**config.mk**
```make
export PLATFORM = sky130hd
export DESIGN_NAME = cet_core
export DESIGN_NICKNAME = d
export VERILOG_FILES = /design/src/core/cet_pkg.sv /design/src/core/cet_core.sv
export SDC_FILE = /design/constraint.sdc
export NUM_CORES = 1
export LEC_CHECK = 0
export ABC_AREA = 1
export BUFFER_PORTS_ARGS = -buffer_cell sky130_fd_sc_hd__buf_2
export CORE_ASPECT_RATIO = 1.1
export CORE_MARGIN = 2
export CORE_UTILIZATION = 46
export DETAILED_ROUTE_END_ITERATION = 7
export PLACE_DENSITY = 0.8
export REMOVE_ABC_BUFFERS = 1
export SKIP_LAST_GASP = 1
export SYNTH_ARGS = -nofsm -noshare
export SYNTH_HDL_FRONTEND = slang
export SYNTH_SLANG_ARGS = --single-unit
```
**constraint.sdc**
```tcl
create_clock -name CLK_I -period 1.56 [get_ports CLK_I]
set_clock_uncertainty 0.1 [all_clocks]
set_input_delay 0.078 -clock CLK_I [delete_from_list [all_inputs] [get_ports CLK_I]]
set_output_delay 0.078 -clock CLK_I [all_outputs]
set_load 0.005 [all_outputs]
```
**src/core/cet_pkg.sv**
```systemverilog
// package of the execution timing and memory configuration block
// assumes one core clock and zero wait state operand memory
package cet_pkg;
  // operand size codes
  typedef enum logic [1:0] {
    SZ_BYTE = 2'b00,
    SZ_WORD = 2'b01,
    SZ_LONG = 2'b10
  } cet_size_e;
  // effective address modes
  typedef enum logic [3:0] {
    EA_DREG = 4'h0, EA_AREG = 4'h1, EA_IND = 4'h2, EA_POSTINC = 4'h3,
    EA_PREDEC = 4'h4, EA_DISP16 = 4'h5, EA_INDEX = 4'h6, EA_ABS_W = 4'h7,
    EA_ABS_L = 4'h8, EA_PC_DISP = 4'h9, EA_PC_INDEX = 4'hA, EA_IMM = 4'hB
  } cet_mode_e;
  // instruction classes
  typedef enum logic [1:0] {
    OP_MOVE = 2'b00,
    OP_RMW = 2'b01,
    OP_MULTI_MOVE = 2'b10
  } cet_op_e;
  // one decoded instruction
  typedef struct packed {
    cet_op_e op;
    cet_size_e size;
    cet_mode_e src;
    cet_mode_e dst;
    logic [1:0] src_addr_lo;
    logic [1:0] dst_addr_lo;
  } cet_instr_s;
  // timing entry c(r/w)
  typedef struct packed {
    logic [3:0] cycles;
    logic [1:0] reads;
    logic [1:0] writes;
  } cet_time_s;
  // store resource busy window in cycles
  localparam logic [1:0] STORE_BUSY_CYC = 2'h2;
  // config word field positions
  localparam int FLASH_LSB = 20;
  localparam int SRAM_LSB = 4;
  // size codes reported by this device
  localparam logic [3:0] FLASH_CODE = 4'h8;
  localparam logic [3:0] SRAM_CODE = 4'h5;
  localparam logic [3:0] FLASH_MIN_CODE = 4'h8;
  localparam logic [3:0] FLASH_MAX_CODE = 4'hB;
  localparam logic [3:0] SRAM_MAX_CODE = 4'h9;
  // reset value of the word before the post reset load
  localparam logic [31:0] CFG_RESET = 32'h0000_0000;
  // word loaded after reset, reserved ranges zero
  localparam logic [31:0] CFG_LOAD_WORD =
    (32'(FLASH_CODE) << FLASH_LSB) | (32'(SRAM_CODE) << SRAM_LSB);
endpackage

```
**src/core/cet_core.sv**
```systemverilog
// operand timing calculator, store stall control and memory config word
// assumes instruction requests come from logic on the same clock
`timescale 1ns/1ns
`default_nettype none

module cet_core (
  input wire logic CLK_I,
  input wire logic RST_N_I,
  input wire logic INSTR_VALID_I,
  input wire cet_pkg::cet_instr_s INSTR_I,
  output logic INSTR_READY_O,
  output logic TIME_VALID_O,
  output cet_pkg::cet_time_s TIME_O,
  input wire logic CFG_WR_I,
  input wire logic [31:0] CFG_WDATA_I,
  output logic [31:0] CFG_WORD_O,
  output logic CFG_LOAD_O,
  output logic [9:0] FLASH_KB_O,
  output logic [17:0] SRAM_BYTES_O,
  output logic CFG_RSVD_O
);
  import cet_pkg::*;

  // instruction port: a request is taken on an edge where valid and
  // ready are both high; the timing answer follows on the next edge
  // and stands until the next answer, with its valid for one cycle
  // only. ready drops for a store inside the busy window, so the
  // requester must hold the instruction steady until it is taken.
  // the config word is written by the core a cycle after the strobe;
  // the decoded sizes follow it without a register stage.

  ////////////////////////////////////////////////////////////////////
  // helper functions
  // pure decoders shared by the timing path and the config word;
  // kept as functions so both operands use one definition

  // memory operand test, used for both source and destination
  function automatic logic is_mem(input cet_mode_e m);
    is_mem = !(m == EA_DREG || m == EA_AREG || m == EA_IMM);
  endfunction

  // fold pc relative and long absolute onto their twins
  function automatic cet_mode_e norm(input cet_mode_e m);
    norm = m;
    if (m == EA_PC_DISP) begin
      norm = EA_DISP16;
    end else if (m == EA_PC_INDEX) begin
      norm = EA_INDEX;
    end else if (m == EA_ABS_L) begin
      norm = EA_ABS_W;
    end
  endfunction

  // move timing table, modes already folded
  function automatic cet_time_s move_time(input cet_size_e sz, input cet_mode_e s,
                                         input cet_mode_e d);
    cet_time_s t;
    logic smem;
    logic dmem;
    logic six;
    logic dix;
    smem = is_mem(s);
    dmem = is_mem(d);
    six = (s == EA_INDEX);
    dix = (d == EA_INDEX);
    // default is the register to register entry
    t = '{cycles: 4'h1, reads: 2'h0, writes: 2'h0};
    if (s == EA_IMM) begin
      // immediate source, nothing read
      if (dmem) begin
        t.writes = 2'h1;
        t.cycles = (sz == SZ_LONG) ? 4'h2 : 4'h3;
      end
    end else if (!smem) begin
      // register source
      if (dmem) begin
        t.writes = 2'h1;
        t.cycles = dix ? 4'h2 : 4'h1;
      end
    end else begin
      // memory source, one read
      t.reads = 2'h1;
      t.writes = dmem ? 2'h1 : 2'h0;
      if (sz == SZ_LONG) begin
        t.cycles = (six || dix) ? 4'h3 : 4'h2;
      end else if (!dmem) begin
        t.cycles = six ? 4'h3 : 4'h2;
      end else begin
        t.cycles = (six || dix) ? 4'h4 : 4'h3;
      end
    end
    move_time = t;
  endfunction

  // extra cost of a misaligned operand access
  function automatic cet_time_s split_cost(input cet_size_e sz, input logic [1:0] lo,
                                          input logic wr);
    cet_time_s t;
    logic odd;
    odd = lo[0];
    t = '{cycles: 4'h0, reads: 2'h0, writes: 2'h0};
    if ((sz == SZ_LONG) && odd) begin
      // byte, word, byte
      t.cycles = wr ? 4'h2 : 4'h3;
      t.reads = wr ? 2'h0 : 2'h2;
      t.writes = wr ? 2'h2 : 2'h0;
    end else if (((sz == SZ_WORD) && odd) || ((sz == SZ_LONG) && (lo == 2'b10))) begin
      // two halves
      t.cycles = wr ? 4'h1 : 4'h2;
      t.reads = wr ? 2'h0 : 2'h1;
      t.writes = wr ? 2'h1 : 2'h0;
    end
    split_cost = t;
  endfunction

  // flash size code to kilobytes, zero for none or reserved
  function automatic logic [9:0] flash_kb(input logic [3:0] c);
    flash_kb = 10'h000;
    if (c >= FLASH_MIN_CODE && c <= FLASH_MAX_CODE) begin
      flash_kb = 10'(10'h040 << (c - FLASH_MIN_CODE));
    end
  endfunction

  // sram size code to bytes, doubling from 512
  function automatic logic [17:0] sram_bytes(input logic [3:0] c);
    sram_bytes = 18'h00000;
    if (c != 4'h0 && c <= SRAM_MAX_CODE) begin
      sram_bytes = 18'(18'h00200 << (c - 4'h1));
    end
  endfunction

  ////////////////////////////////////////////////////////////////////
  // timing decode
  // all of this is combinational from the request; the registered
  // answer stage below is the only pipeline step, which keeps the
  // answer one cycle behind acceptance regardless of the entry

  // folded addressing modes
  wire cet_mode_e src_n = norm(INSTR_I.src);
  wire cet_mode_e dst_n = norm(INSTR_I.dst);
  // memory operand flags
  wire logic src_mem = is_mem(src_n);
  wire logic dst_mem = is_mem(dst_n);
  // base entry for a move
  wire cet_time_s mv_t = move_time(INSTR_I.size, src_n, dst_n);
  // base entry for a read modify write on the destination
  cet_time_s rmw_t;
  // split penalties, read side and write side
  cet_time_s rd_pen;
  cet_time_s wr_pen;
  // base entry chosen by class
  cet_time_s base_t;
  // full entry for this instruction
  cet_time_s next_time;

  // read modify write: memory destination reads once, writes once
  always_comb begin
    rmw_t = '{cycles: 4'h1, reads: 2'h0, writes: 2'h0};
    if (dst_mem) begin
      rmw_t.cycles = (dst_n == EA_INDEX) ? 4'h4 : 4'h3;
      rmw_t.reads = 2'h1;
      rmw_t.writes = 2'h1;
    end
  end

  // the read of an rmw uses the destination address
  wire logic rd_used = (INSTR_I.op == OP_MOVE) ? src_mem : dst_mem;
  wire logic [1:0] rd_lo = (INSTR_I.op == OP_MOVE) ? INSTR_I.src_addr_lo
                                                    : INSTR_I.dst_addr_lo;

  // misalignment penalties only where an operand access exists
  always_comb begin
    rd_pen = '{cycles: 4'h0, reads: 2'h0, writes: 2'h0};
    wr_pen = '{cycles: 4'h0, reads: 2'h0, writes: 2'h0};
    if (INSTR_I.op != OP_MULTI_MOVE) begin
      if (rd_used) begin
        rd_pen = split_cost(INSTR_I.size, rd_lo, 1'b0);
      end
      if (dst_mem) begin
        wr_pen = split_cost(INSTR_I.size, INSTR_I.dst_addr_lo, 1'b1);
      end
    end
  end

  // multi register move timing lies outside this table: reported as zero
  always_comb begin
    unique case (INSTR_I.op)
      OP_MOVE: base_t = mv_t;
      OP_RMW: base_t = rmw_t;
      default: base_t = '{cycles: 4'h0, reads: 2'h0, writes: 2'h0};
    endcase
  end

  // total in core cycles, including every operand access; widths
  // hold the worst case of 9 cycles, 3 reads, 3 writes
  always_comb begin
    next_time.cycles = 4'(base_t.cycles + rd_pen.cycles + wr_pen.cycles);
    next_time.reads = 2'(base_t.reads + rd_pen.reads);
    next_time.writes = 2'(base_t.writes + wr_pen.writes);
  end

  ////////////////////////////////////////////////////////////////////
  // store stall control
  // the store test uses the full total, so a write created only by a
  // misaligned split still counts as a store; multi register moves
  // run on separate resources and never open or wait on the window

  // cycles left in the store busy window
  logic [1:0] busy_cnt;
  // this request writes memory and uses the store resources
  wire logic is_store = (next_time.writes != 2'h0) && (INSTR_I.op != OP_MULTI_MOVE);
  // a store waits while the window is open; others pass freely
  wire logic stall = is_store && (busy_cnt != 2'h0);
  // request taken this cycle
  wire logic accept = INSTR_VALID_I && !stall;

  // ready is combinational so a waiting store is released on the edge
  // the window closes, with no extra cycle of latency
  assign INSTR_READY_O = !stall;

  // window opens after the accepted store, counts down to zero, so
  // a waiting store never stalls more than the window length
  always_ff @(posedge CLK_I or negedge RST_N_I) begin
    if (!RST_N_I) begin
      busy_cnt <= 2'h0;
    end else if (accept && is_store) begin
      busy_cnt <= STORE_BUSY_CYC;
    end else if (busy_cnt != 2'h0) begin
      busy_cnt <= busy_cnt - 2'h1;
    end
  end

  // registered timing answer, one cycle after acceptance
  always_ff @(posedge CLK_I or negedge RST_N_I) begin
    if (!RST_N_I) begin
      TIME_VALID_O <= 1'b0;
      TIME_O <= '0;
    end else begin
      TIME_VALID_O <= accept;
      if (accept) begin
        TIME_O <= next_time; // figures assume no memory wait
      end
    end
  end

  ////////////////////////////////////////////////////////////////////
  // memory configuration word
  // the word lives here as general register one; reserved ranges load
  // as zero but a later core write may set them, and the reserved
  // flag below only watches the two size fields

  // set once the post reset load has happened
  // reset clears it, so every release of reset reloads the word
  logic cfg_loaded;

  // first edge after reset release loads the word; the load wins over
  // a core write in that same cycle, so the debugger sees the real word
  always_ff @(posedge CLK_I or negedge RST_N_I) begin
    if (!RST_N_I) begin
      cfg_loaded <= 1'b0;
      CFG_LOAD_O <= 1'b0;
      CFG_WORD_O <= CFG_RESET;
    end else begin
      cfg_loaded <= 1'b1;
      CFG_LOAD_O <= !cfg_loaded;
      if (!cfg_loaded) begin
        CFG_WORD_O <= CFG_LOAD_WORD;
      end else if (CFG_WR_I) begin
        CFG_WORD_O <= CFG_WDATA_I;
      end
    end
  end

  // size fields of the current word
  wire logic [3:0] flash_code = CFG_WORD_O[FLASH_LSB +: 4];
  wire logic [3:0] sram_code = CFG_WORD_O[SRAM_LSB +: 4];

  // decoded sizes follow the register directly
  assign FLASH_KB_O = flash_kb(flash_code);
  assign SRAM_BYTES_O = sram_bytes(sram_code);
  // flag reserved codes in either field
  assign CFG_RSVD_O = (flash_code > FLASH_MAX_CODE) || (sram_code > SRAM_MAX_CODE);

  // limitation: the timing figures hold only for zero wait operand
  // memory; a slower memory stretches real execution beyond them
endmodule

`default_nettype wire

```
=== After elaboration in Yosys (flattened, before gate mapping) ===
Index checks and enable logic that the tools add are counted.

* Register bits after elaboration: 45
* Bits of input ports: 52

* Add/subtract/negate cells: 7
* Magnitude comparators: 5
* Equality and inequality tests: 19
* Shift operators: 2
* Mux-type cells: 39
* Reductions and logical operators: 31

{| class="wikitable"
|+ Operators by type and width
! operator !! number
|-
| $mux 32 || 2
|-
| $mux 6 || 7
|-
| $mux 4 || 9
|-
| $eq 4x4->1 const B || 8
|-
| $mux 18 || 1
|-
| $shl 10x4->18 const A || 1
|-
| $pmux 8 s2 || 1
|-
| $logic_and 1x1->1 || 12
|-
| $mux 2 || 6
|-
| $mux 10 || 1
|-
| $shl 7x4->10 const A || 1
|-
| $mux 3 || 3
|-
| $add 4x4->4 || 2
|-
| $eq 4x1->1 const B || 2
|-
| $eq 4x3->1 const B || 2
|-
| $gt 4x4->1 const B || 2
|-
| $le 4x4->1 const B || 2
|-
| $logic_not 4->1 || 2
|-
| $logic_or 1x1->1 || 8
|-
| $mux 1 || 7
|-
| $mux 7 || 1
|-
| $eq 2x2->1 const B || 3
|-
| $reduce_bool 2->1 || 3
|-
| $mux 5 || 1
|-
| other kinds (10) || 16
|}

=== Logic depth before layout (Yosys ltp) ===
* Depth in word-level cells: 20
* Depth in mapped cells: 17
* Depth with buffers taken out: 17

=== Worst setup path after synthesis ===
OpenSTA, ideal clock, no wires.

* Path kind: input-to-reg
* From: input port INSTR_I[10] (netlist bit)
* To: register TIME_O[6] (netlist bit)
* Data arrival time: 2015 ps
* Data required time: 1395 ps
* Setup slack: -620 ps
* Cell stages on the path: 16
* Path buffers: 0
* Cells stage by stage: inv_1 nand2_1 nor2_2 inv_1 nand2_1 inv_1 nand4_1 nand2_1 nand2_1 nand3_1 nand2_1 fa_1 ha_1 fa_1 nand3_1 nand2_1

{| class="wikitable"
|+ RTL lines
! what !! line !! RTL
|-
| from (decl) || cet_core.sv:10 || <nowiki>input wire cet_pkg::cet_instr_s INSTR_I,</nowiki>
|-
| to (signal assigned) || cet_core.sv:241 || <nowiki>TIME_O <= next_time;</nowiki>
|-
| to (decl) || cet_core.sv:13 || <nowiki>output cet_pkg::cet_time_s TIME_O,</nowiki>
|}

==> results.ini <==
[clock_network]
cts_tree=yes
clk_pin_slew_ps=80
clock-sinks=45
clk_latency_ps=290
htreeDepth=2
clk_path_buf_depth=2
cts_made_buffers=5
cts-root-buf=clkbuf_8

[detailed_routing]
drt_iter0_markers=295
ant_nets=0
drc=0
drtPass1Iterations=6
avgViaCountPerCell=5.240
wl_um=9047
wl_per_cell_um=15.49
vias=3060

[finish]
design_area_um2=4075
instances_no_fill=584
area_delta_synth_final_pct=57.95
fin_nets=567
layout-drive-gt1-share=0.4204
antenna_cells=0

[critical_path]
crit_fanout=3
endpoint_kind=flip-flop
cp.required_ps=1690
arrival_ps=2320
worstSetupPathType=in -> reg
critPathLaunchType=primary input
cp_slowest_cell=fa_2
max_stage_delay_ps=540
cpMostUsedCell=nand2_1
crit_chain=buf_8 -> inv_4 -> nand2_4 -> nor2_4 -> inv_2 -> nand2_4 -> inv_2 -> nand4_1 -> nand2_1 -> nand2_1 -> nand3_1 -> nand2_1 -> fa_1 -> ha_2 -> fa_2 -> nand3_2 -> nand2_1

[yosys]
synthDistinctLibCells=30
synth_edf_count=0
async_flop_share=1.000
ys_seq_area_frac=0.4365
avgSynthCellArea_um2=7.748
synthCells=333
syn_area_um2=2580
synth-seq-cells=45
yosysWarnings=0
synth_ff_type=dfrtp_1

[floorplan]
fp-row-count=28
core-area_um2=5395
die_height_um=82.55
fp.dieW_um=75.41
initial_utilization=0.4782
die-area_um2=6224
pin_count=124

[power_and_ir_drop]
ir_drop_mv=0.5486
leakage_nw=2.224
power_density_nw_per_um2=831.6

[outcome]
status=complete, but fails checks
violations=negative setup slack

[worst_hold_path]
hp-class=in -> reg

[placed_design]
postPlaceCellArea_um2=3289
gp_congestion=0.9136
pre_cts_ws_ps=-853.0
portBuffers=108
placed_cells=528
hpwl_um=4959

[timing]
tightest_slew_ps=556.1
fin_crit_ps=2187
tns_ps=-2347
finalMaxSlewViolations=0
setup_viol=12
relSlewSlack=0.6292
rsz0062_at_grt=true
fmax_mhz=457.2
finalHoldViolCount=0
setup_ws_ps=-627.5
finalCritPeriodShare=1.402

[global_route]
gr-usage-all-layers=0.2787
gr-total-overflow=0
grt_max_degree=46
grt_pass1_wl_um=13000
grt_pass1_vias=2754
grt_antenna_before_repair=0

[run]
maxCapViolCount=0

[power breakdown]
| group | switching, mW | internal (mW) |
|---|---|---|
| registers | 0.0839 | 1.30 |
| clock network | 0.383 | 0.521 |
| logic | 0.584 | 0.518 |
| total | 1.05 | 2.34 |
[repair_timing]
| item | in CTS | in global routing |
|---|---|---|
| buffers inserted | 11 | 4 |
| hold buffers | 33 | 0 |
| endpoints found under the setup margin | 13 | 17 |
| pin swaps | 10 | 18 |
| endpoints found under the hold margin | 77 | 0 |
| resized for setup | 24 | 40 |
[flip-flops by register name (all words and copies together), names as in the netlist]
name	flops
CFG_LOAD_O	1
TIME_O	8
busy_cnt	2
TIME_VALID_O	1
CFG_WORD_O	32
cfg_loaded	1
[cell usage in the layout, fill, tap and decap left out, drive strengths merged]
cell type	Yosys	final
dlygate4sd3	0	33
ha	4	4
o21ai	39	39
a21oi	8	8
fa	3	3
inv	61	61
a31oi	1	1
or2	3	3
dfrtp	45	45
o22ai	1	1
bufinv	0	1
nand2	67	67
nor3	4	4
conb	2	16
nand4	2	2
buf	17	147
clkbuf	9	6
o2111ai	1	1
nor2	19	19
clkinvlp	0	1
nand3b	2	2
nand3	45	45
[cells by family (layout without fill, tap and decap cells)]
logic type | after synthesis | after routing | synth area share
other | 2 | 16 | 0.002911
AOI/OAI and AO/OA | 50 | 50 | 0.1009
adders and majority gates | 7 | 7 | 0.04268
DFF | 45 | 45 | 0.4365
and+or+nand+nor | 142 | 142 | 0.2672
buffers and inverters | 87 | 249 | 0.1499
[synth_stat cells (all sizes together), types with 2 or more instances]
cell	instances	share of area
buf	17	0.048
inv	61	0.089
nor2	19	0.033
nand2	67	0.10
clkbuf	9	0.013
nand3b	2	0.0058
nor3	4	0.0078
dfrtp	45	0.44
nand3	45	0.10
conb	2	0.0029
a21oi	8	0.016
nand4	2	0.0048
o21ai	39	0.077
ha	4	0.019
fa	3	0.023
or2	3	0.0073
[through the flow]
stage	util	hold WS, ps	power [mW]
2_1_floorplan	-	-317.6	1.802
3_3_place_gp	0.6097	88.03	2.161
3_5_place_dp	0.6097	84.78	2.207
4_1_cts	0.7238	29.22	3.265
5_1_grt	0.7553	60.78	3.576
6_report	0.7553	61.14	3.389
[path summary, 6_finish.rpt]
kind | start | endpoint | slack [ps] | cells after the start
min in group asynchronous | RST_N_I | CFG_WORD_O[10]$_DFFE_PN0P_ | 320 | 3
hold reg to reg | cfg_loaded$_DFF_PN0_ | CFG_LOAD_O$_DFF_PN0_ | 370 | 1
max in group asynchronous | RST_N_I | CFG_WORD_O[5]$_DFFE_PN0P_ | 660 | 3
hold / removal | INSTR_VALID_I | TIME_O[7]$_DFFE_PN0P_ | 60 | 3
setup reg to reg | busy_cnt[0]$_DFFE_PN0P_ | TIME_O[6]$_DFFE_PN0P_ | 40 | 8
setup / recovery | INSTR_I[10] | TIME_O[6]$_DFFE_PN0P_ | -630 | 17
[worst max-delay path: cells and delay by family]
| family | cells | cell delay, ps |
|---|---|---|
| and+or+nand+nor | 10 | 810 |
| buffers and inverters | 4 | 250 |
| adders and majority gates | 3 | 1180 |
[metal layers]
layer  track usage  part of all wire  vias up
li1              -                 -     1368
met1        0.3146              0.35     1449
met2        0.5026              0.52      202
met3       0.06432             0.094       41
met4        0.1088             0.036        0
met5             0                 0        -
[area by class of cell]
class                      instances  area (µm²)
clock inverter                     2       37.54
multi-input combinational        215        1267
sequential                        45        1126
inverter                          61       236.5
fill                             369        1320
timing repair buffer             180        1231
clock buffer                       6       82.58
tap                               75       93.84
Note: power is estimated with default switching activity, not from simulation.
